### config.mk
export PLATFORM = sky130hd
export DESIGN_NAME = irq_accept
export DESIGN_NICKNAME = d
export VERILOG_FILES = /design/src/pkg/irq_accept_pkg.sv /design/src/hdl/irq_accept.sv
export SDC_FILE = /design/constraint.sdc
export NUM_CORES = 1
export LEC_CHECK = 0
export BUFFER_PORTS_ARGS = -buffer_cell sky130_fd_sc_hd__buf_2
export CAP_MARGIN = 20
export CORE_ASPECT_RATIO = 1.1
export CORE_MARGIN = 10
export CORE_UTILIZATION = 35
export DETAILED_ROUTE_END_ITERATION = 10
export HOLD_SLACK_MARGIN = 0.15
export SYNTH_ARGS = -nofsm -noshare
export SYNTH_HDL_FRONTEND = slang
export SYNTH_SLANG_ARGS = --single-unit
### constraint.sdc
create_clock -name clk -period 27.8 [get_ports clk]
set_input_delay 2.78 -clock clk [delete_from_list [all_inputs] [get_ports clk]]
set_output_delay 2.78 -clock clk [all_outputs]
set_load 0.01 [all_outputs]
### src/pkg/irq_accept_pkg.sv
// Constants, register map and carrier types for the interrupt acceptance unit.
// Assumes a single core clock and a plain strobe register port with 8-bit data.
package irq_accept_pkg;

    localparam int ADDR_W = 8;
    localparam int DATA_W = 8;
    localparam int LEVEL_W = 3;
    localparam int SRC_N = 16;
    localparam int SRC_IDX_W = 4;

    // Interrupt control register layout
    localparam int ICR_LVL_LSB = 0;
    localparam int ICR_REQ_BIT = 3;
    localparam int ICR_POL_BIT = 4;
    localparam int ICR_EDGE_BIT = 5;
    localparam logic [DATA_W-1:0] ICR_RESET_MASK = 8'hF8;
    localparam logic [DATA_W-1:0] EXT_RESET_MASK = 8'hC8;

    // Flag register layout
    localparam int FLG_BANK_BIT = 4;
    localparam int FLG_IEN_BIT = 6;
    localparam int FLG_STK_BIT = 7;
    localparam int FLG_RSV_BIT = 5;
    localparam int FLG_IPL_LSB = 0;
    localparam logic [DATA_W-1:0] FLG_RESET = 8'h00;

    // Map: index of each source, its printed offset
    localparam logic [ADDR_W-1:0] OFS_FLASH_READY = 8'h41;
    localparam logic [ADDR_W-1:0] OFS_TIMER_C = 8'h47;
    localparam logic [ADDR_W-1:0] OFS_TIMER_E = 8'h4A;
    localparam logic [ADDR_W-1:0] OFS_SERIAL2_TX = 8'h4B;
    localparam logic [ADDR_W-1:0] OFS_SERIAL2_RX = 8'h4C;
    localparam logic [ADDR_W-1:0] OFS_KEY_INPUT = 8'h4D;
    localparam logic [ADDR_W-1:0] OFS_ANALOG = 8'h4E;
    localparam logic [ADDR_W-1:0] OFS_SYNC_SERIAL = 8'h4F;
    localparam logic [ADDR_W-1:0] OFS_SERIAL0_TX = 8'h51;
    localparam logic [ADDR_W-1:0] OFS_SERIAL0_RX = 8'h52;
    localparam logic [ADDR_W-1:0] OFS_TIMER_A = 8'h56;
    localparam logic [ADDR_W-1:0] OFS_TIMER_B = 8'h58;
    localparam logic [ADDR_W-1:0] OFS_EXT_PIN1 = 8'h59;
    localparam logic [ADDR_W-1:0] OFS_EXT_PIN0 = 8'h5D;
    localparam logic [ADDR_W-1:0] OFS_SUPPLY_MON1 = 8'h72;
    localparam logic [ADDR_W-1:0] OFS_SUPPLY_MON2 = 8'h73;

    // Own registers
    localparam logic [ADDR_W-1:0] OFS_FLAGS = 8'h80;
    localparam logic [ADDR_W-1:0] OFS_IRQ_STATUS = 8'h81;
    localparam logic [ADDR_W-1:0] OFS_IRQ_ENABLE = 8'h82;
    localparam logic [ADDR_W-1:0] OFS_IRQ_CLEAR = 8'h83;
    localparam logic [ADDR_W-1:0] OFS_LAST_SRC = 8'h84;

    // Event bits of the status register
    localparam int EV_ACCEPT = 0;
    localparam int EV_SOFT = 1;
    localparam int EV_BLOCKED = 2;
    localparam int EV_N = 3;

    localparam logic [SRC_N-1:0] EXT_PIN_MASK = 16'h3000;
    localparam logic [SRC_N*ADDR_W-1:0] SRC_OFS_TABLE = {
        OFS_SUPPLY_MON2, OFS_SUPPLY_MON1, OFS_EXT_PIN0, OFS_EXT_PIN1,
        OFS_TIMER_B, OFS_TIMER_A, OFS_SERIAL0_RX, OFS_SERIAL0_TX,
        OFS_SYNC_SERIAL, OFS_ANALOG, OFS_KEY_INPUT, OFS_SERIAL2_RX,
        OFS_SERIAL2_TX, OFS_TIMER_E, OFS_TIMER_C, OFS_FLASH_READY};

    localparam logic [5:0] SOFT_STK_LIMIT = 6'h1F;

    typedef struct packed {
        logic [ADDR_W-1:0] addr;
        logic [DATA_W-1:0] wdata;
        logic wr;
        logic rd;
    } reg_req_t;

    typedef struct packed {
        logic stack_sel;
        logic irq_en;
        logic bank_sel;
        logic [LEVEL_W-1:0] level;
    } flags_t;

    typedef struct packed {
        logic valid;
        logic [SRC_IDX_W-1:0] src;
        logic [LEVEL_W-1:0] level;
    } grant_t;

endpackage : irq_accept_pkg

### src/hdl/irq_accept.sv
// Interrupt acceptance unit: processor flags, per-source control registers,
// priority arbitration and flag update on acknowledge.
// Assumes the core pulses ack when it vectors and soft_int when it runs a
// software interrupt; source requests are synchronous to clk.
//
// Summary of operation
// - Maskable interrupts blocked while enable flag is 0, considered while 1.
// - Acknowledging any interrupt clears the enable flag; only ack clears it here, soft_int leaves it set.
// - Stack select 0 picks interrupt stack, 1 picks user stack.
// - Hardware acknowledge or software interrupt 0..31 clears stack select.
// - Processor priority level is a 3-bit field, levels 0 to 7.
// - Request taken only if its priority exceeds processor level strictly.
// - Reserved flag bit written 0 by software; reads undefined.
// - Peripheral control registers reset low three bits to zero.
// - External pin control registers reset bits 0-2, 4 and 5.
// - Two register banks exist; one is active at a time.
`timescale 1ns/100ps
module irq_accept #(
    parameter int SRC_N = irq_accept_pkg::SRC_N
) (
    input wire logic clk,
    input wire logic sys_rst,
    input wire logic clk_en,
    input wire irq_accept_pkg::reg_req_t reg_req,
    output logic [irq_accept_pkg::DATA_W-1:0] reg_rdata,
    input wire logic [SRC_N-1:0] src_req,
    input wire logic ack,
    input wire logic soft_int,
    input wire logic [5:0] soft_vector,
    input wire logic flags_load,
    input wire irq_accept_pkg::flags_t flags_in,
    output irq_accept_pkg::grant_t grant,
    output logic use_user_stack,
    output logic active_bank,
    output logic [irq_accept_pkg::LEVEL_W-1:0] proc_level,
    output logic irq_out
);
    localparam int DW = irq_accept_pkg::DATA_W;
    localparam int LW = irq_accept_pkg::LEVEL_W;
    localparam int IW = irq_accept_pkg::SRC_IDX_W;
    localparam int EN = irq_accept_pkg::EV_N;

    // Offset table, reset masks and index width are sized for exactly this many sources
    generate
        if (SRC_N != irq_accept_pkg::SRC_N) begin : g_bad_src_n
            $error("SRC_N must match the register map");
        end
    endgenerate

    irq_accept_pkg::flags_t flags_q;
    irq_accept_pkg::flags_t flags_d;
    logic [DW-1:0] icr_q [SRC_N];
    logic [SRC_N-1:0] icr_hit;
    logic [SRC_N-1:0] pend;
    logic [LW-1:0] src_lvl [SRC_N];
    irq_accept_pkg::grant_t grant_d;
    irq_accept_pkg::grant_t grant_q;
    logic [EN-1:0] stat_q;
    logic [EN-1:0] en_q;
    logic [EN-1:0] ev;
    logic [IW-1:0] last_src_q;
    logic [DW-1:0] rdata_q;
    logic [DW-1:0] rdata_d;
    logic [DW-1:0] icr_rd;
    logic irq_q;
    logic rsv_q;
    logic [SRC_N-1:0] chain_valid;
    logic [IW-1:0] chain_src [SRC_N];
    logic [LW-1:0] chain_lvl [SRC_N];
    logic [DW-1:0] rd_chain [SRC_N];
    logic [EN-1:0] clr_mask;
    logic [EN-1:0] stat_d;
    logic [EN-1:0] en_d;
    logic [IW-1:0] last_src_d;
    logic rsv_d;
    logic irq_d;

    // Register decode
    wire wr_flags = reg_req.wr && reg_req.addr == irq_accept_pkg::OFS_FLAGS;
    wire wr_en = reg_req.wr && reg_req.addr == irq_accept_pkg::OFS_IRQ_ENABLE;
    wire wr_clr = reg_req.wr && reg_req.addr == irq_accept_pkg::OFS_IRQ_CLEAR;
    wire soft_low = soft_int && soft_vector <= irq_accept_pkg::SOFT_STK_LIMIT;

    // Per-source control registers and pending compare
    genvar g;
    generate
        for (g = 0; g < SRC_N; g++) begin : g_src
            localparam logic [DW-1:0] RMASK = irq_accept_pkg::EXT_PIN_MASK[g]
                ? irq_accept_pkg::EXT_RESET_MASK : irq_accept_pkg::ICR_RESET_MASK;
            assign icr_hit[g] = reg_req.addr ==
                irq_accept_pkg::SRC_OFS_TABLE[g*irq_accept_pkg::ADDR_W +: irq_accept_pkg::ADDR_W];
            assign src_lvl[g] = icr_q[g][irq_accept_pkg::ICR_LVL_LSB +: LW];
            assign pend[g] = src_req[g] && src_lvl[g] > flags_q.level;
            // Winner chain runs from the top index down so that a tie keeps the lower index
            if (g == SRC_N - 1) begin : g_top
                assign chain_valid[g] = pend[g];
                assign chain_src[g] = IW'(g);
                assign chain_lvl[g] = src_lvl[g];
                assign rd_chain[g] = icr_hit[g] ? icr_q[g] : '0;
            end else begin : g_link
                wire beats_above = pend[g]
                    && (!chain_valid[g+1] || src_lvl[g] >= chain_lvl[g+1]);
                assign chain_valid[g] = beats_above || chain_valid[g+1];
                assign chain_src[g] = beats_above ? IW'(g) : chain_src[g+1];
                assign chain_lvl[g] = beats_above ? src_lvl[g] : chain_lvl[g+1];
                assign rd_chain[g] = icr_hit[g] ? icr_q[g] : rd_chain[g+1];
            end
            always_ff @(posedge clk) begin
                if (sys_rst) begin
                    icr_q[g] <= icr_q[g] & RMASK;
                end else if (clk_en && reg_req.wr && icr_hit[g]) begin
                    icr_q[g] <= reg_req.wdata;
                end
            end
        end
    endgenerate

    // Highest level wins; a blocked winner shows as all zero, not as a stale source
    wire grant_ok = chain_valid[0] && flags_q.irq_en;
    assign grant_d = grant_ok
        ? irq_accept_pkg::grant_t'{valid: 1'b1, src: chain_src[0], level: chain_lvl[0]}
        : '0;

    always_comb begin
        flags_d = flags_q;
        if (wr_flags) begin
            flags_d.level = reg_req.wdata[irq_accept_pkg::FLG_IPL_LSB +: LW];
            flags_d.bank_sel = reg_req.wdata[irq_accept_pkg::FLG_BANK_BIT];
            flags_d.irq_en = reg_req.wdata[irq_accept_pkg::FLG_IEN_BIT];
            flags_d.stack_sel = reg_req.wdata[irq_accept_pkg::FLG_STK_BIT];
        end
        if (flags_load) begin
            flags_d = flags_in;
        end
        if (ack) begin
            flags_d.irq_en = 1'b0;
            flags_d.stack_sel = 1'b0;
            flags_d.level = grant_q.level;
        end
        if (soft_low) begin
            flags_d.stack_sel = 1'b0;
        end
    end

    assign ev[irq_accept_pkg::EV_ACCEPT] = ack;
    assign ev[irq_accept_pkg::EV_SOFT] = soft_int;
    assign ev[irq_accept_pkg::EV_BLOCKED] = |pend && !flags_q.irq_en;

    // Own registers first, then the control register picked by the chain
    wire hit_flags = reg_req.addr == irq_accept_pkg::OFS_FLAGS;
    wire hit_status = reg_req.addr == irq_accept_pkg::OFS_IRQ_STATUS;
    wire hit_enable = reg_req.addr == irq_accept_pkg::OFS_IRQ_ENABLE;
    wire hit_last = reg_req.addr == irq_accept_pkg::OFS_LAST_SRC;
    wire [DW-1:0] flags_word = {flags_q.stack_sel, flags_q.irq_en, rsv_q, flags_q.bank_sel,
        1'b0, flags_q.level};
    assign icr_rd = rd_chain[0];
    assign rdata_d = !reg_req.rd ? '0
        : hit_flags ? flags_word
        : hit_status ? DW'(stat_q)
        : hit_enable ? DW'(en_q)
        : hit_last ? DW'(last_src_q)
        : icr_rd;

    assign clr_mask = wr_clr ? reg_req.wdata[EN-1:0] : '0;
    // Set beats clear when both land together
    assign stat_d = (stat_q & ~clr_mask) | ev;
    assign en_d = wr_en ? reg_req.wdata[EN-1:0] : en_q;
    assign last_src_d = ack ? grant_q.src : last_src_q;
    // Reserved bit just echoes the last write; software must treat it as undefined
    assign rsv_d = wr_flags ? reg_req.wdata[irq_accept_pkg::FLG_RSV_BIT] : rsv_q;
    // Built from next state so the pin follows the status bits with no extra lag
    assign irq_d = |(stat_d & en_d);

    always_ff @(posedge clk) begin
        if (sys_rst) begin
            flags_q <= '0;
        end else if (clk_en) begin
            flags_q <= flags_d;
        end
    end

    // Acknowledged grant is dropped at once; the cleared enable keeps it down
    always_ff @(posedge clk) begin
        if (sys_rst) begin
            grant_q <= '0;
        end else if (clk_en) begin
            grant_q <= ack ? '0 : grant_d;
        end
    end

    always_ff @(posedge clk) begin
        if (sys_rst) begin
            stat_q <= '0;
        end else if (clk_en) begin
            stat_q <= stat_d;
        end
    end

    always_ff @(posedge clk) begin
        if (sys_rst) begin
            en_q <= '0;
        end else if (clk_en) begin
            en_q <= en_d;
        end
    end

    always_ff @(posedge clk) begin
        if (sys_rst) begin
            last_src_q <= '0;
        end else if (clk_en) begin
            last_src_q <= last_src_d;
        end
    end

    always_ff @(posedge clk) begin
        if (sys_rst) begin
            rdata_q <= '0;
        end else if (clk_en) begin
            rdata_q <= rdata_d;
        end
    end

    always_ff @(posedge clk) begin
        if (sys_rst) begin
            irq_q <= 1'b0;
        end else if (clk_en) begin
            irq_q <= irq_d;
        end
    end

    always_ff @(posedge clk) begin
        if (sys_rst) begin
            rsv_q <= 1'b0;
        end else if (clk_en) begin
            rsv_q <= rsv_d;
        end
    end

    assign reg_rdata = rdata_q;
    assign grant = grant_q;
    assign use_user_stack = flags_q.stack_sel;
    assign active_bank = flags_q.bank_sel;
    assign proc_level = flags_q.level;
    assign irq_out = irq_q;

endmodule : irq_accept

==> results.tsv <==
stage	metric	value	unit
status	status	complete, no violations	
global_routing	first-pass GRT wire length	47100	µm
synth	top cells by count, synth	edfxtp_1 (128), nand2_1 (87), nor2_1 (85)	
worst_setup_path	Register-to-Register Path Depth	104	
synth	syn nets	1197	
finish	Nets	1272	
clock_network	post-CTS setup buffer count	0	
pwr	P_int	518	µW
sta	worst slew pin tran	991	ps
sta	Fmax	42.0	MHz
sta	Slew HR	33.8	%
route	vias per inst	5.63	
pwr	sw frac	33.5	%
clock_network	clk buf depth	2	
worst_setup_path	R2R Path Start	proc_level[2]	
finish	FILL cells	2905	
worst_setup_path	critical path buffer and inverter count	3	
route	Via Count	8585	
clock_network	CTS tree	yes	
finish	Reg area	4520	µm²
clock_network	clock root buffer	clkbuf_16	
synth	Synth area leader	edfxtp_1	
sta	worst hold slack	467	ps
clock_network	post_cts resized	0	
pwr	VDD IR max	40.8	µV
worst_setup_path	kind of cell adding the most delay to the critical path	compound AO/OA/AOI/OAI gates	
worst_setup_path	kind of critical path	input port to flop	
route	DRC violations left	0	
global_routing	initial antenna violation count	2	
sta	post-route clock period utilization	85.7	%
worst_setup_path	most frequent CP cell	ha_1	
placement	DP HPWL	22700	µm
sta	endpoints failing hold	0	
finish	fin area	11800	µm²
finish	Area Growth Syn to Fin	13.8	%
pwr	Flop pwr share	35.1	%
finish	area of the multi-input gates	5530	µm²
synth	top-area cell type share of the netlist area	37.1	%
route	drt initial violations	706	
clock_network	H-tree levels	4	
clock_network	hold buffers post-CTS	0	
global_routing	gr usage total	16.1	%
synth	flops & latches, synth	162	
synth	Mapped Cells	1063	
worst_setup_path	crit path max fanout	10	
synth	number of synthesized flops with an enable pin	128	
worst_setup_path	Reg2Reg Setup Slack	4900	ps
synth	Yosys warnings	0	
global_routing	vias in the first global route	8582	
worst_setup_path	Slowest cell on crit path	o31ai_1	
placement	dpl cell area	11200	µm²
pwr	Pleak	4.70	nW
pwr	part of the power in combinational logic	34.7	%
synth	Netlist cell types	82	
global_routing	grt ovf	0	
finish	Core Util, Final	40.1	%
synth	Cell Area, Synth	10400	µm²
floorplan	FP Rows	66	
pwr	pwr/cell area	66.0	nW/µm²
pwr	clock network fraction of total power	30.2	%
clock_network	Inserted Clock Buffers	17	
pwr	overall power	779	µW
job	MaxCap Viol Count	0	
hold_path	worst min path class	flop to flop	
worst_setup_path	required time worst endpoint	28150	ps
clock_network	TritonCTS Sinks	162	
clock_network	Worst-Skew Late Latency	440	ps
floorplan	Placeable Area	29400	µm²
synth	syn_area_per_cell	9.75	µm²
synth	post-synthesis sequential area ratio	43.7	%
sta	RSZ-0062 raised after global routing	false	
placement	GPL Wtd Cong	0.865	
worst_setup_path	kind of launch point of the worst setup path	input port	
floorplan	total die area	36900	µm²
synth	ys flop type	edfxtp_1	
placement	port buffer count	68	
pwr	switching pwr	261	µW
worst_setup_path	Reg-to-Reg End	grant[6]	
hold_path	Hold Path Cell Cnt	2	
sta	Setup violations, final	0	
route	drt first pass iters	5	
global_routing	largest net degree at the start of global routing	48	
worst_setup_path	crit end category	flop	
clock_network	clock transition at the registers of the reported paths	60	ps
finish	share of cells above drive strength 1	13.3	%
worst_setup_path	Critical Path AT	24170	ps
synth	top post-synthesis cells by area	edfxtp_1 (37%), ha_1 (9.9%), dfxtp_1 (6.6%)	
floorplan	Die H	200	µm
route	Final ANT Viol Nets	0	
sta	post-route setup TNS	0	ps
route	Wirelength per Cell	19.5	µm
synth	Async SR Flop Fraction	0	%
floorplan	Starting Density	35.2	%
worst_setup_path	CP peak stage delay	490	ps
hold_path	Hold Crit Start	reg_rdata[5]	
route	DRT Wirelength	29800	µm
synth	most common cell in the synthesized netlist	edfxtp_1	
sta	Slew Viols, Final	0	
floorplan	num ports	74	
sta	Worst Clk Skew	11.6	ps
hold_path	Worst Hold Path EP	reg_rdata[5]	
floorplan	Die Width	184	µm
sta	minimum clock period	23830	ps
metrics by stage:
step | instances | worst slack [ps]
CTS | 1521 | 3500
global placement | 1489 | 3450
detailed placement | 1489 | 3140
finish | 1526 | 3970
global route | 1526 | 2260
floorplan | 1063 | 5840
final cells by class:
cell class / count / area share, %
multi-input cells: 819 / 46.9
flip-flops and latches: 162 / 38.4
repair buffers: 88 / 4.10
well taps: 374 / 3.97
clock buffers: 17 / 3.61
inverters: 50 / 1.59
clock inverters: 15 / 1.43
diodes: 1 / 0.0212
tightest hold or removal path, delay by kind of cell, from the launching register on:
family,cells,cell delay (ps)
AND/OR/NAND/NOR,1,60
flip-flops,1,310
AO/OA/AOI/OAI,1,60
sequential cells by signal, summed over array words and instances, names as in the netlist:
register,cells
active_bank,1
en_q,3
flags_q,1
grant,8
icr_q,128
irq_out,1
last_src_q,4
proc_level,3
reg_rdata,8
rsv_q,1
stat_q,3
use_user_stack,1
cells by family after synthesis:
kind of cell,count (synthesis),share of synthesized area (%)
buf+inv,82,3.08
compound gates,320,21.8
mux,23,2.34
fa+ha+maj,83,10.0
flops,162,43.7
simple gates,393,19.1
placed cells by master, fill, tap and decap left out, types with 5 or more instances in the layout:
master,n
edfxtp_1,128
nand3_1,46
nor2b_1,23
ha_1,82
a222oi_1,11
and2_1,53
mux2i_1,19
inv_1,50
a211oi_1,14
o21ai_0,54
buf_2,70
or2_2,5
and3_1,19
nor2_1,85
o31ai_1,5
nor3_1,21
o31a_1,7
a22oi_1,28
buf_4,17
nand2_1,87
a21o_1,23
dfxtp_1,34
a221oi_1,12
inv_6,5
nand4_1,6
clkbuf_16,17
o21ai_1,11
o21a_1,12
nand2b_1,23
a21oi_1,68
a31oi_1,15
power by group through the flow:
stage               Sequential, mW  Clock, mW  Combinational, mW
global route                 0.274      0.249              0.309
CTS                          0.273      0.238              0.270
floorplan                    0.275          0              0.209
detailed placement           0.278          0              0.268
finish                       0.273      0.235              0.270
global placement             0.278          0              0.263
worst max path at each step:
stage                           start        to  slack [ps]  cells after the start
after floorplan           src_req[15]  grant[6]        5840                    100
after global placement    src_req[15]  grant[6]        3450                    101
after detailed placement  src_req[15]  grant[6]        3140                    101
after CTS                 src_req[15]  grant[6]        3500                    101
after global routing      src_req[15]  grant[6]        2260                    102
final                     src_req[15]  grant[6]        3970                    102
metal layers:
layer / vias to the layer above / GRT usage, % / part of all wire (%)
met5: - / 0 / 0.044
met4: 2 / 5.92 / 1.9
met3: 38 / 2.08 / 4.3
met2: 259 / 27.2 / 49
met1: 4106 / 20.5 / 44
li1: 4180 / - / -
(Power assumes the default switching activity.)
